File: src/hdl/dctg_guard_regs.vh
// Constants for the DDR4 command timing guard
`ifndef DCTG_GUARD_REGS_VH
`define DCTG_GUARD_REGS_VH

// Command codes on the pending and issued command ports
`define DCTG_CMD_ACT        2'h0
`define DCTG_CMD_RD         2'h1
`define DCTG_CMD_WR         2'h2
`define DCTG_CMD_REF        2'h3

// Memory clock period in ns, used to turn ns settings into cycles
`define DCTG_CLK_PERIOD_NS  12'h00A
// Cycles per 0.1 us unit of the refresh interval setting
`define DCTG_CYC_PER_100NS  16'h000A

// Owed refreshes at which a rank stops taking new work
`define DCTG_REF_DEBT_MAX   4'h8

// Reset values
`define DCTG_TIMER_RST      12'h000
`define DCTG_DEBT_RST       4'h0
`define DCTG_PTR_RST        2'h0
`define DCTG_TICK_RST       16'h0000

`endif

File: src/hdl/dctg_guard.v
// DDR4 command spacing guard between scheduler and memory command port
// What this block does
// - Activates to different bank groups in one rank keep the short activate spacing.
// - Activates to the same bank group in one rank keep the long activate spacing.
// - Stacked devices: activates to different logical ranks keep cross-rank spacing.
// - At most four activates per rank inside the four-activate window.
// - Stacked devices: at most four activates across all ranks in cross-rank window.
// - Column commands to different bank groups keep the short column spacing.
// - Column commands to the same bank group keep the long column spacing.
// - Read to another bank group waits short write-to-read after write data ends.
// - Read to the same bank group waits long write-to-read after write data ends.
// - No activate to a rank until refresh recovery has elapsed after its refresh.
// - Stacked devices: activate to another rank waits cross-rank refresh recovery.
// - Refreshes are demanded so their average spacing stays within the interval.
`include "dctg_guard_regs.vh"

module dctg_guard (
    input  wire        clock,
    input  wire        sys_rst,
    input  wire        stackedMode,
    input  wire [11:0] actSpacingDiffGroupCycles,
    input  wire [11:0] actSpacingSameGroupCycles,
    input  wire [11:0] actSpacingCrossRankCycles,
    input  wire [11:0] fourActWindowNs,
    input  wire [11:0] fourActWindowCrossRankCycles,
    input  wire [11:0] colSpacingDiffGroupCycles,
    input  wire [11:0] colSpacingSameGroupCycles,
    input  wire [11:0] wrToRdDiffGroupCycles,
    input  wire [11:0] wrToRdSameGroupCycles,
    input  wire [11:0] wrDataEndCycles,
    input  wire [11:0] refreshRecoveryNs,
    input  wire [11:0] refreshRecoveryCrossRankNs,
    input  wire [15:0] refreshIntervalUs,
    input  wire        cmdValid,
    input  wire [1:0]  cmdType,
    input  wire [1:0]  cmdRank,
    input  wire [1:0]  cmdGroup,
    output reg         cmdReady_r,
    output reg         issueValid_r,
    output reg  [1:0]  issueType_r,
    output reg  [1:0]  issueRank_r,
    output reg  [1:0]  issueGroup_r,
    output reg  [3:0]  refreshDue_r,
    output reg  [3:0]  refreshUrgent_r
);

    // Countdown load: a spacing of N cycles reaches zero N cycles after issue
    function [11:0] ld;
        input [11:0] n;
        begin
            ld = (n == 12'h000) ? 12'h000 : n - 12'h001;
        end
    endfunction

    function [11:0] mx;
        input [11:0] a;
        input [11:0] b;
        begin
            mx = (a > b) ? a : b;
        end
    endfunction

    function [11:0] dec;
        input [11:0] a;
        begin
            dec = (a == 12'h000) ? 12'h000 : a - 12'h001;
        end
    endfunction

    // Unit conversion; refresh interval is in tenths of a microsecond
    wire [11:0] fawCyc    = (fourActWindowNs + `DCTG_CLK_PERIOD_NS - 12'h001) / `DCTG_CLK_PERIOD_NS;
    wire [11:0] rfcCyc    = (refreshRecoveryNs + `DCTG_CLK_PERIOD_NS - 12'h001) / `DCTG_CLK_PERIOD_NS;
    wire [11:0] rfcDlrCyc = (refreshRecoveryCrossRankNs + `DCTG_CLK_PERIOD_NS - 12'h001)
                            / `DCTG_CLK_PERIOD_NS;
    wire [31:0] refIntWide = {16'h0000, refreshIntervalUs} * {16'h0000, `DCTG_CYC_PER_100NS};
    wire [15:0] refIntCyc  = (refIntWide[31:16] != 16'h0000) ? 16'hFFFF : refIntWide[15:0];

    reg         pendValid_r;
    reg  [1:0]  pendType_r;
    reg  [1:0]  pendRank_r;
    reg  [1:0]  pendGroup_r;

    reg  [11:0] actGrp_r   [0:15];
    reg  [11:0] actRank_r  [0:3];
    reg  [11:0] actBlock_r [0:3];
    reg  [11:0] faw_r      [0:15];
    reg  [1:0]  fawPtr_r   [0:3];
    reg  [11:0] fawX_r     [0:3];
    reg  [1:0]  fawXPtr_r;
    reg  [11:0] colGrp_r   [0:3];
    reg  [11:0] wtr_r      [0:3];
    reg  [3:0]  debt_r     [0:3];
    reg  [15:0] refTick_r;

    wire [3:0]  pendRg   = {pendRank_r, pendGroup_r};
    wire [3:0]  pendSlot = {pendRank_r, fawPtr_r[pendRank_r]};

    reg issueOk;
    always @* begin
        case (pendType_r)
            `DCTG_CMD_ACT: issueOk = (actGrp_r[pendRg] == 12'h000)
                                  && (actRank_r[pendRank_r] == 12'h000)
                                  && (actBlock_r[pendRank_r] == 12'h000)
                                  && (faw_r[pendSlot] == 12'h000)
                                  && (!stackedMode || fawX_r[fawXPtr_r] == 12'h000)
                                  && !refreshUrgent_r[pendRank_r];
            `DCTG_CMD_RD:  issueOk = (colGrp_r[pendGroup_r] == 12'h000)
                                  && (wtr_r[pendGroup_r] == 12'h000)
                                  && !refreshUrgent_r[pendRank_r];
            `DCTG_CMD_WR:  issueOk = (colGrp_r[pendGroup_r] == 12'h000)
                                  && !refreshUrgent_r[pendRank_r];
            default:       issueOk = 1'b1;
        endcase
    end

    // All limits are checked in the same cycle; otherwise the command waits
    wire issue    = pendValid_r && issueOk;
    wire accept   = cmdValid && cmdReady_r;
    wire issueAct = issue && (pendType_r == `DCTG_CMD_ACT);
    wire issueRef = issue && (pendType_r == `DCTG_CMD_REF);
    wire issueWr  = issue && (pendType_r == `DCTG_CMD_WR);
    wire issueCol = issue && (pendType_r == `DCTG_CMD_RD || pendType_r == `DCTG_CMD_WR);
    wire pendValid_nxt = accept | (pendValid_r & ~issue);

    // One-entry holding stage; ready is the registered inverse of occupancy
    always @(posedge clock or posedge sys_rst) begin
        if (sys_rst) begin
            pendValid_r  <= 1'b0;
            pendType_r   <= `DCTG_CMD_ACT;
            pendRank_r   <= 2'h0;
            pendGroup_r  <= 2'h0;
            cmdReady_r   <= 1'b0;
            issueValid_r <= 1'b0;
            issueType_r  <= `DCTG_CMD_ACT;
            issueRank_r  <= 2'h0;
            issueGroup_r <= 2'h0;
            fawXPtr_r    <= `DCTG_PTR_RST;
            refTick_r    <= `DCTG_TICK_RST;
        end else begin
            pendValid_r  <= pendValid_nxt;
            cmdReady_r   <= ~pendValid_nxt;
            if (accept) begin
                pendType_r  <= cmdType;
                pendRank_r  <= cmdRank;
                pendGroup_r <= cmdGroup;
            end
            issueValid_r <= issue;
            if (issue) begin
                issueType_r  <= pendType_r;
                issueRank_r  <= pendRank_r;
                issueGroup_r <= pendGroup_r;
            end
            if (issueAct && stackedMode)
                fawXPtr_r <= fawXPtr_r + 2'h1;
            // Interval counted in whole cycles, saturating at 16'hFFFF
            if (refTick_r >= refIntCyc - 16'h0001)
                refTick_r <= `DCTG_TICK_RST;
            else
                refTick_r <= refTick_r + 16'h0001;
        end
    end

    wire refTick = (refTick_r >= refIntCyc - 16'h0001);

    genvar i;
    generate
        for (i = 0; i < 16; i = i + 1) begin : gRankGroup
            always @(posedge clock or posedge sys_rst) begin
                if (sys_rst) begin
                    actGrp_r[i] <= `DCTG_TIMER_RST;
                    faw_r[i]    <= `DCTG_TIMER_RST;
                end else begin
                    if (issueAct && pendRg == i)
                        actGrp_r[i] <= mx(dec(actGrp_r[i]), ld(actSpacingSameGroupCycles));
                    else
                        actGrp_r[i] <= dec(actGrp_r[i]);
                    // Oldest of the four slots per rank is reloaded by each activate
                    if (issueAct && pendSlot == i)
                        faw_r[i] <= ld(fawCyc);
                    else
                        faw_r[i] <= dec(faw_r[i]);
                end
            end
        end

        for (i = 0; i < 4; i = i + 1) begin : gRank
            always @(posedge clock or posedge sys_rst) begin
                if (sys_rst) begin
                    actRank_r[i]    <= `DCTG_TIMER_RST;
                    actBlock_r[i]   <= `DCTG_TIMER_RST;
                    fawPtr_r[i]     <= `DCTG_PTR_RST;
                    debt_r[i]       <= `DCTG_DEBT_RST;
                    refreshDue_r[i] <= 1'b0;
                    refreshUrgent_r[i] <= 1'b0;
                end else begin
                    if (issueAct && pendRank_r == i)
                        actRank_r[i] <= mx(dec(actRank_r[i]), ld(actSpacingDiffGroupCycles));
                    else if (issueAct && stackedMode)
                        actRank_r[i] <= mx(dec(actRank_r[i]), ld(actSpacingCrossRankCycles));
                    else
                        actRank_r[i] <= dec(actRank_r[i]);
                    if (issueRef && pendRank_r == i)
                        actBlock_r[i] <= mx(dec(actBlock_r[i]), ld(rfcCyc));
                    else if (issueRef && stackedMode)
                        actBlock_r[i] <= mx(dec(actBlock_r[i]), ld(rfcDlrCyc));
                    else
                        actBlock_r[i] <= dec(actBlock_r[i]);
                    if (issueAct && pendRank_r == i)
                        fawPtr_r[i] <= fawPtr_r[i] + 2'h1;
                    // Owed refreshes: a new tick and a refresh in one cycle cancel out
                    case ({refTick, issueRef && pendRank_r == i})
                        2'b10: if (debt_r[i] != `DCTG_REF_DEBT_MAX) debt_r[i] <= debt_r[i] + 4'h1;
                        2'b01: if (debt_r[i] != `DCTG_DEBT_RST) debt_r[i] <= debt_r[i] - 4'h1;
                        default: debt_r[i] <= debt_r[i];
                    endcase
                    refreshDue_r[i]    <= (debt_r[i] != `DCTG_DEBT_RST);
                    refreshUrgent_r[i] <= (debt_r[i] == `DCTG_REF_DEBT_MAX);
                end
            end
        end

        for (i = 0; i < 4; i = i + 1) begin : gGroup
            always @(posedge clock or posedge sys_rst) begin
                if (sys_rst) begin
                    colGrp_r[i] <= `DCTG_TIMER_RST;
                    wtr_r[i]    <= `DCTG_TIMER_RST;
                    fawX_r[i]   <= `DCTG_TIMER_RST;
                end else begin
                    if (issueCol && pendGroup_r == i)
                        colGrp_r[i] <= mx(dec(colGrp_r[i]), ld(colSpacingSameGroupCycles));
                    else if (issueCol)
                        colGrp_r[i] <= mx(dec(colGrp_r[i]), ld(colSpacingDiffGroupCycles));
                    else
                        colGrp_r[i] <= dec(colGrp_r[i]);
                    // Counted from the write command plus the time until its data ends
                    if (issueWr && pendGroup_r == i)
                        wtr_r[i] <= mx(dec(wtr_r[i]), ld(wrDataEndCycles + wrToRdSameGroupCycles));
                    else if (issueWr)
                        wtr_r[i] <= mx(dec(wtr_r[i]), ld(wrDataEndCycles + wrToRdDiffGroupCycles));
                    else
                        wtr_r[i] <= dec(wtr_r[i]);
                    if (issueAct && stackedMode && fawXPtr_r == i)
                        fawX_r[i] <= ld(fourActWindowCrossRankCycles);
                    else
                        fawX_r[i] <= dec(fawX_r[i]);
                end
            end
        end
    endgenerate

endmodule // dctg_guard

File: config.mk
export PLATFORM = sky130hd
export DESIGN_NAME = dctg_guard
export DESIGN_NICKNAME = d
export VERILOG_FILES = /design/src/hdl/dctg_guard.v
export VERILOG_INCLUDE_DIRS = /design/src /design/src/hdl
export SDC_FILE = /design/constraint.sdc
export NUM_CORES = 2
export LEC_CHECK = 0
export ABC_CLOCK_PERIOD_IN_PS = 50700
export BUFFER_PORTS_ARGS = -buffer_cell sky130_fd_sc_hd__buf_4
export CAP_MARGIN = 20
export CORE_AREA = 5 5 436 309
export DETAILED_ROUTE_END_ITERATION = 7
export DIE_AREA = 0 0 441 314
export GPL_ROUTABILITY_DRIVEN = 1
export PLACE_DENSITY_LB_ADDON = 0.08
export SETUP_SLACK_MARGIN = 0.02
export SYNTH_ARGS = -nofsm -noshare
export SYNTH_HDL_FRONTEND = slang
export SYNTH_SLANG_ARGS = --single-unit
File: constraint.sdc
create_clock -name clock -period 50.7 [get_ports clock]
set_input_delay 15.21 -clock clock [delete_from_list [all_inputs] [get_ports clock]]
set_output_delay 15.21 -clock clock [all_outputs]
set_load 0.03 [all_outputs]
==> impl_results.md <==
- Outcome: completed
- P&R area growth vs syn: 9.40%
- Syn avg cell area: 8.24 sq um
- Drt pass-1 iters: 7
- Final Setup Violations: 0
- Total number of H-tree levels: 3
- FMAX: 42.7 MHz
- Antenna diodes: 0
- Max VDD drop: 0.0280 mV
- Xor and xnor area share after synthesis: 7.21%
- WP data required: 51.25 ns
- YS warnings: 0
- Post-synth top area share: 27.2%
- Metal2 WL: 80700 um
- Post-synthesis sequential area ratio: 27.2%
- Mapped Area: 0.0634 sq mm
- Synthesized instance count: 7696
- CP dominant cell by count: a21oi_1
- Setup bufs post-CTS: 0
- Metal-1 WL: 98700 um
- Initial antenna violation count: 5
- Number of buffers added on ports: 185
- Residual DRC: 0
- Pre-CTS setup slack: 26.65 ns
- Top Metal Used: met5
- Drt via density: 6.09
- Die Width: 441 um
- CP peak stage delay: 0.82 ns
- Mux share of post-synthesis cell area: 3.27%
- Commonest non-fill, non-tap cell in the layout: ha_1
- FF+latch count, synth: 689
- Synth area leaders: dfrtp_1 (27%), ha_1 (15%), nor2_1 (4.5%), xnor2_1 (4.1%), o21ai_0 (4.0%)
- Clock-pin slew on the worst setup and hold paths: 0.06 ns
- Fill cells: 12200
- Clock power share: 16.4%
- Num rows: 111
- Max_cap viols: 0
- Largest family of logic cells by synthesized area: simple AND/OR/NAND/NOR gates
- Leading register cell type out of synthesis: dfrtp_1
- Final WS setup: 27.26 ns
- Wire length on met3: 15000 um
- ANT nets after route: 0
- Pwr Density: 54.5 mW/mm^2
- Cell with the largest stage delay on the worst path: nor2_1
- Area of the core: 0.130 sq mm
- Syn Nets: 8645
- Die Y-Extent: 314 um
- CTS sink cnt: 689
- Max clock buf depth: 3
- Post-synthesis cell type count: 113
- Initial core utilization: 48.8%
- Net Sw Frac: 46.4%
- Final slew viol count: 0
- Synth area leader: dfrtp_1
- Nets: 8711
- Area taken by flip-flops and latches: 0.0172 sq mm
- TritonCTS clock tree: done
- Synth Area in Compound Gates: 19.2%
- Hold WC Path Type: flop to flop
- Tmin final: 23.44 ns
- Final Hold Vio Count: 0
- Die area: 0.138 sq mm
- Sequential share of power: 27.2%
- CP startpoint kind: input port
- Vias in the first global route: 54500
- Slew HR: 13.0%
- Post-Route Setup TNS: 0 ns
- Setup Crit Path Kind: input port to flop
- CP max FO: 15
- Most frequent cells in the layout: ha_1 (772), nor2_1 (755), dfrtp_1 (689), nand2_1 (623), o21ai_0 (512)
- Global-route wire length before repair: 313000 um
- Routed wire length: 198000 um
- Ys async rst share: 100%
- RSZ-0062 raised after global routing: false
- Critical Path Sink Type: flop
- Multi-input gate area: 0.0437 sq mm
- Share of layout cells above drive strength 1: 7.81%
- DR vias: 58300
- Comb power frac: 56.4%
- Num CTS Buffers: 80
- Hpwl dp: 142000 um
- Total GRT Usage: 27.9%
- Adder-cell share of the synthesized area: 15.5%
- Sw Pwr: 1.76 mW
- Tcrit/Tclk final: 46.2%
- Number of gates resized after cts: 0
- Pin count of the biggest net entering global routing: 160
- Total power: 3.78 mW
- Post-Synth Simple-Gate Area: 23.7%
- Worst Tran Pin Value: 1.29 ns
- Post-synth EDFFs: 0
- Routed wire per std cell: 20.7 um
- P_leak: 31.3 nW
- Drt initial violations: 5428
- Clock root buffer master: clkbuf_16
- Power Internal: 2.03 mW
- Final RePlAce weighted congestion: 0.957
- Later-pin clock latency in the skew report: 0.69 ns
- Total gr overflow: 0
- Clk_skew: 0.0309 ns
- CTS Hold Bufs: 0
- Critical path data arrival time: 23.99 ns
- Num ports: 186
## cells in the mapped netlist (38+ instances only)
library cell and instances:
nor2b_1 103, or4_1 56, a211oi_1 56, and3_1 58
nor3_1 374, and2_1 58, nand3b_1 38, nand2b_1 105
inv_1 338, a221o_1 46, o21ai_0 513, nand3_1 280
mux2i_1 148, dfrtp_1 689, nor4_1 121, xnor2_1 299
nand4_1 169, o31ai_1 73, a21oi_1 429, ha_1 772
nand2_1 623, mux2_2 45, xor2_1 223, or2_2 66
nor2_1 756, a21o_1 238, or3_1 98, o221ai_1 51
clkbuf_1 260
## power groups by stage
stage	registers, mW	clock network, mW	logic [mW]
detailed placement	1.03	0	2.09
finish	1.03	0.621	2.13
global placement	1.02	0	2.03
floorplan	0.975	0	1.54
global route	1.06	0.655	2.40
CTS	1.02	0.633	2.10
## area by class of cell
| type | count | area share (%) |
|---|---|---|
| clock inverters | 34 | 0.662 |
| inverters | 341 | 1.86 |
| clock buffers | 110 | 3.22 |
| repair buffers | 290 | 3.19 |
| flip-flops and latches | 689 | 24.9 |
| multi-input cells | 6360 | 63.1 |
| well taps | 1751 | 3.16 |
## flip-flops by register name, indices dropped and copies added, names as in the netlist, 4 cells and up
register,flops
actBlock_r,48
fawPtr_r,8
faw_r,192
actRank_r,48
fawX_r,48
refreshUrgent_r,4
refreshDue_r,4
actGrp_r,192
refTick_r,16
wtr_r,48
debt_r,16
colGrp_r,48
## worst paths after layout
check                                               from              to  slack (ns)  cells after the start
max                        refreshRecoveryCrossRankNs[0]  actBlock_r[27]       27.26                     32
min                                          fawPtr_r[1]     fawPtr_r[1]        0.48                      2
max reg2reg                                    faw_r[40]      debt_r[15]       43.67                     19
min reg2reg                                  fawPtr_r[1]     fawPtr_r[1]        0.48                      2
max in group asynchronous                        sys_rst    actGrp_r[92]       33.09                      5
min in group asynchronous                        sys_rst      faw_r[110]       14.63                      2
## through the flow
step / util, % / hold WS, ns / instance area, sq um / instances
after floorplan: - / 0.440 / 63400 / 7696
after global placement: 51.2 / 0.461 / 66600 / 9423
after detailed placement: 51.2 / 0.459 / 66600 / 9425
after CTS: 53.3 / 0.482 / 69300 / 9569
after global routing: 53.4 / 0.501 / 69400 / 9575
final: 53.4 / 0.479 / 69400 / 9575
## kinds of logic (layout without fill, tap and decap cells)
kind of cell / Yosys count / in the layout
adders and majority gates: 781 / 781
AOI/OAI and AO/OA: 1844 / 1844
xor gates and xnor gates: 522 / 522
buffers and inverters: 647 / 775
and+or+nand+nor: 3016 / 3016
DFF: 689 / 689
muxes: 197 / 197
## worst max-delay path, delay by kind of cell
kind	cells	cell delay (ns)
AND/OR/NAND/NOR	10	3.41
buffers and inverters	3	0.78
AO/OA/AOI/OAI	16	3.74
adder cells (fa/ha/maj)	3	0.83
## per-layer routing
metal / up-vias / track usage, %
li1: 28300 / -
met4: 2 / 5.60
met1: 27900 / 43.5
met2: 1849 / 40.1
met3: 257 / 5.06
met5: - / 0
Power figures use the tool's default switching activity.
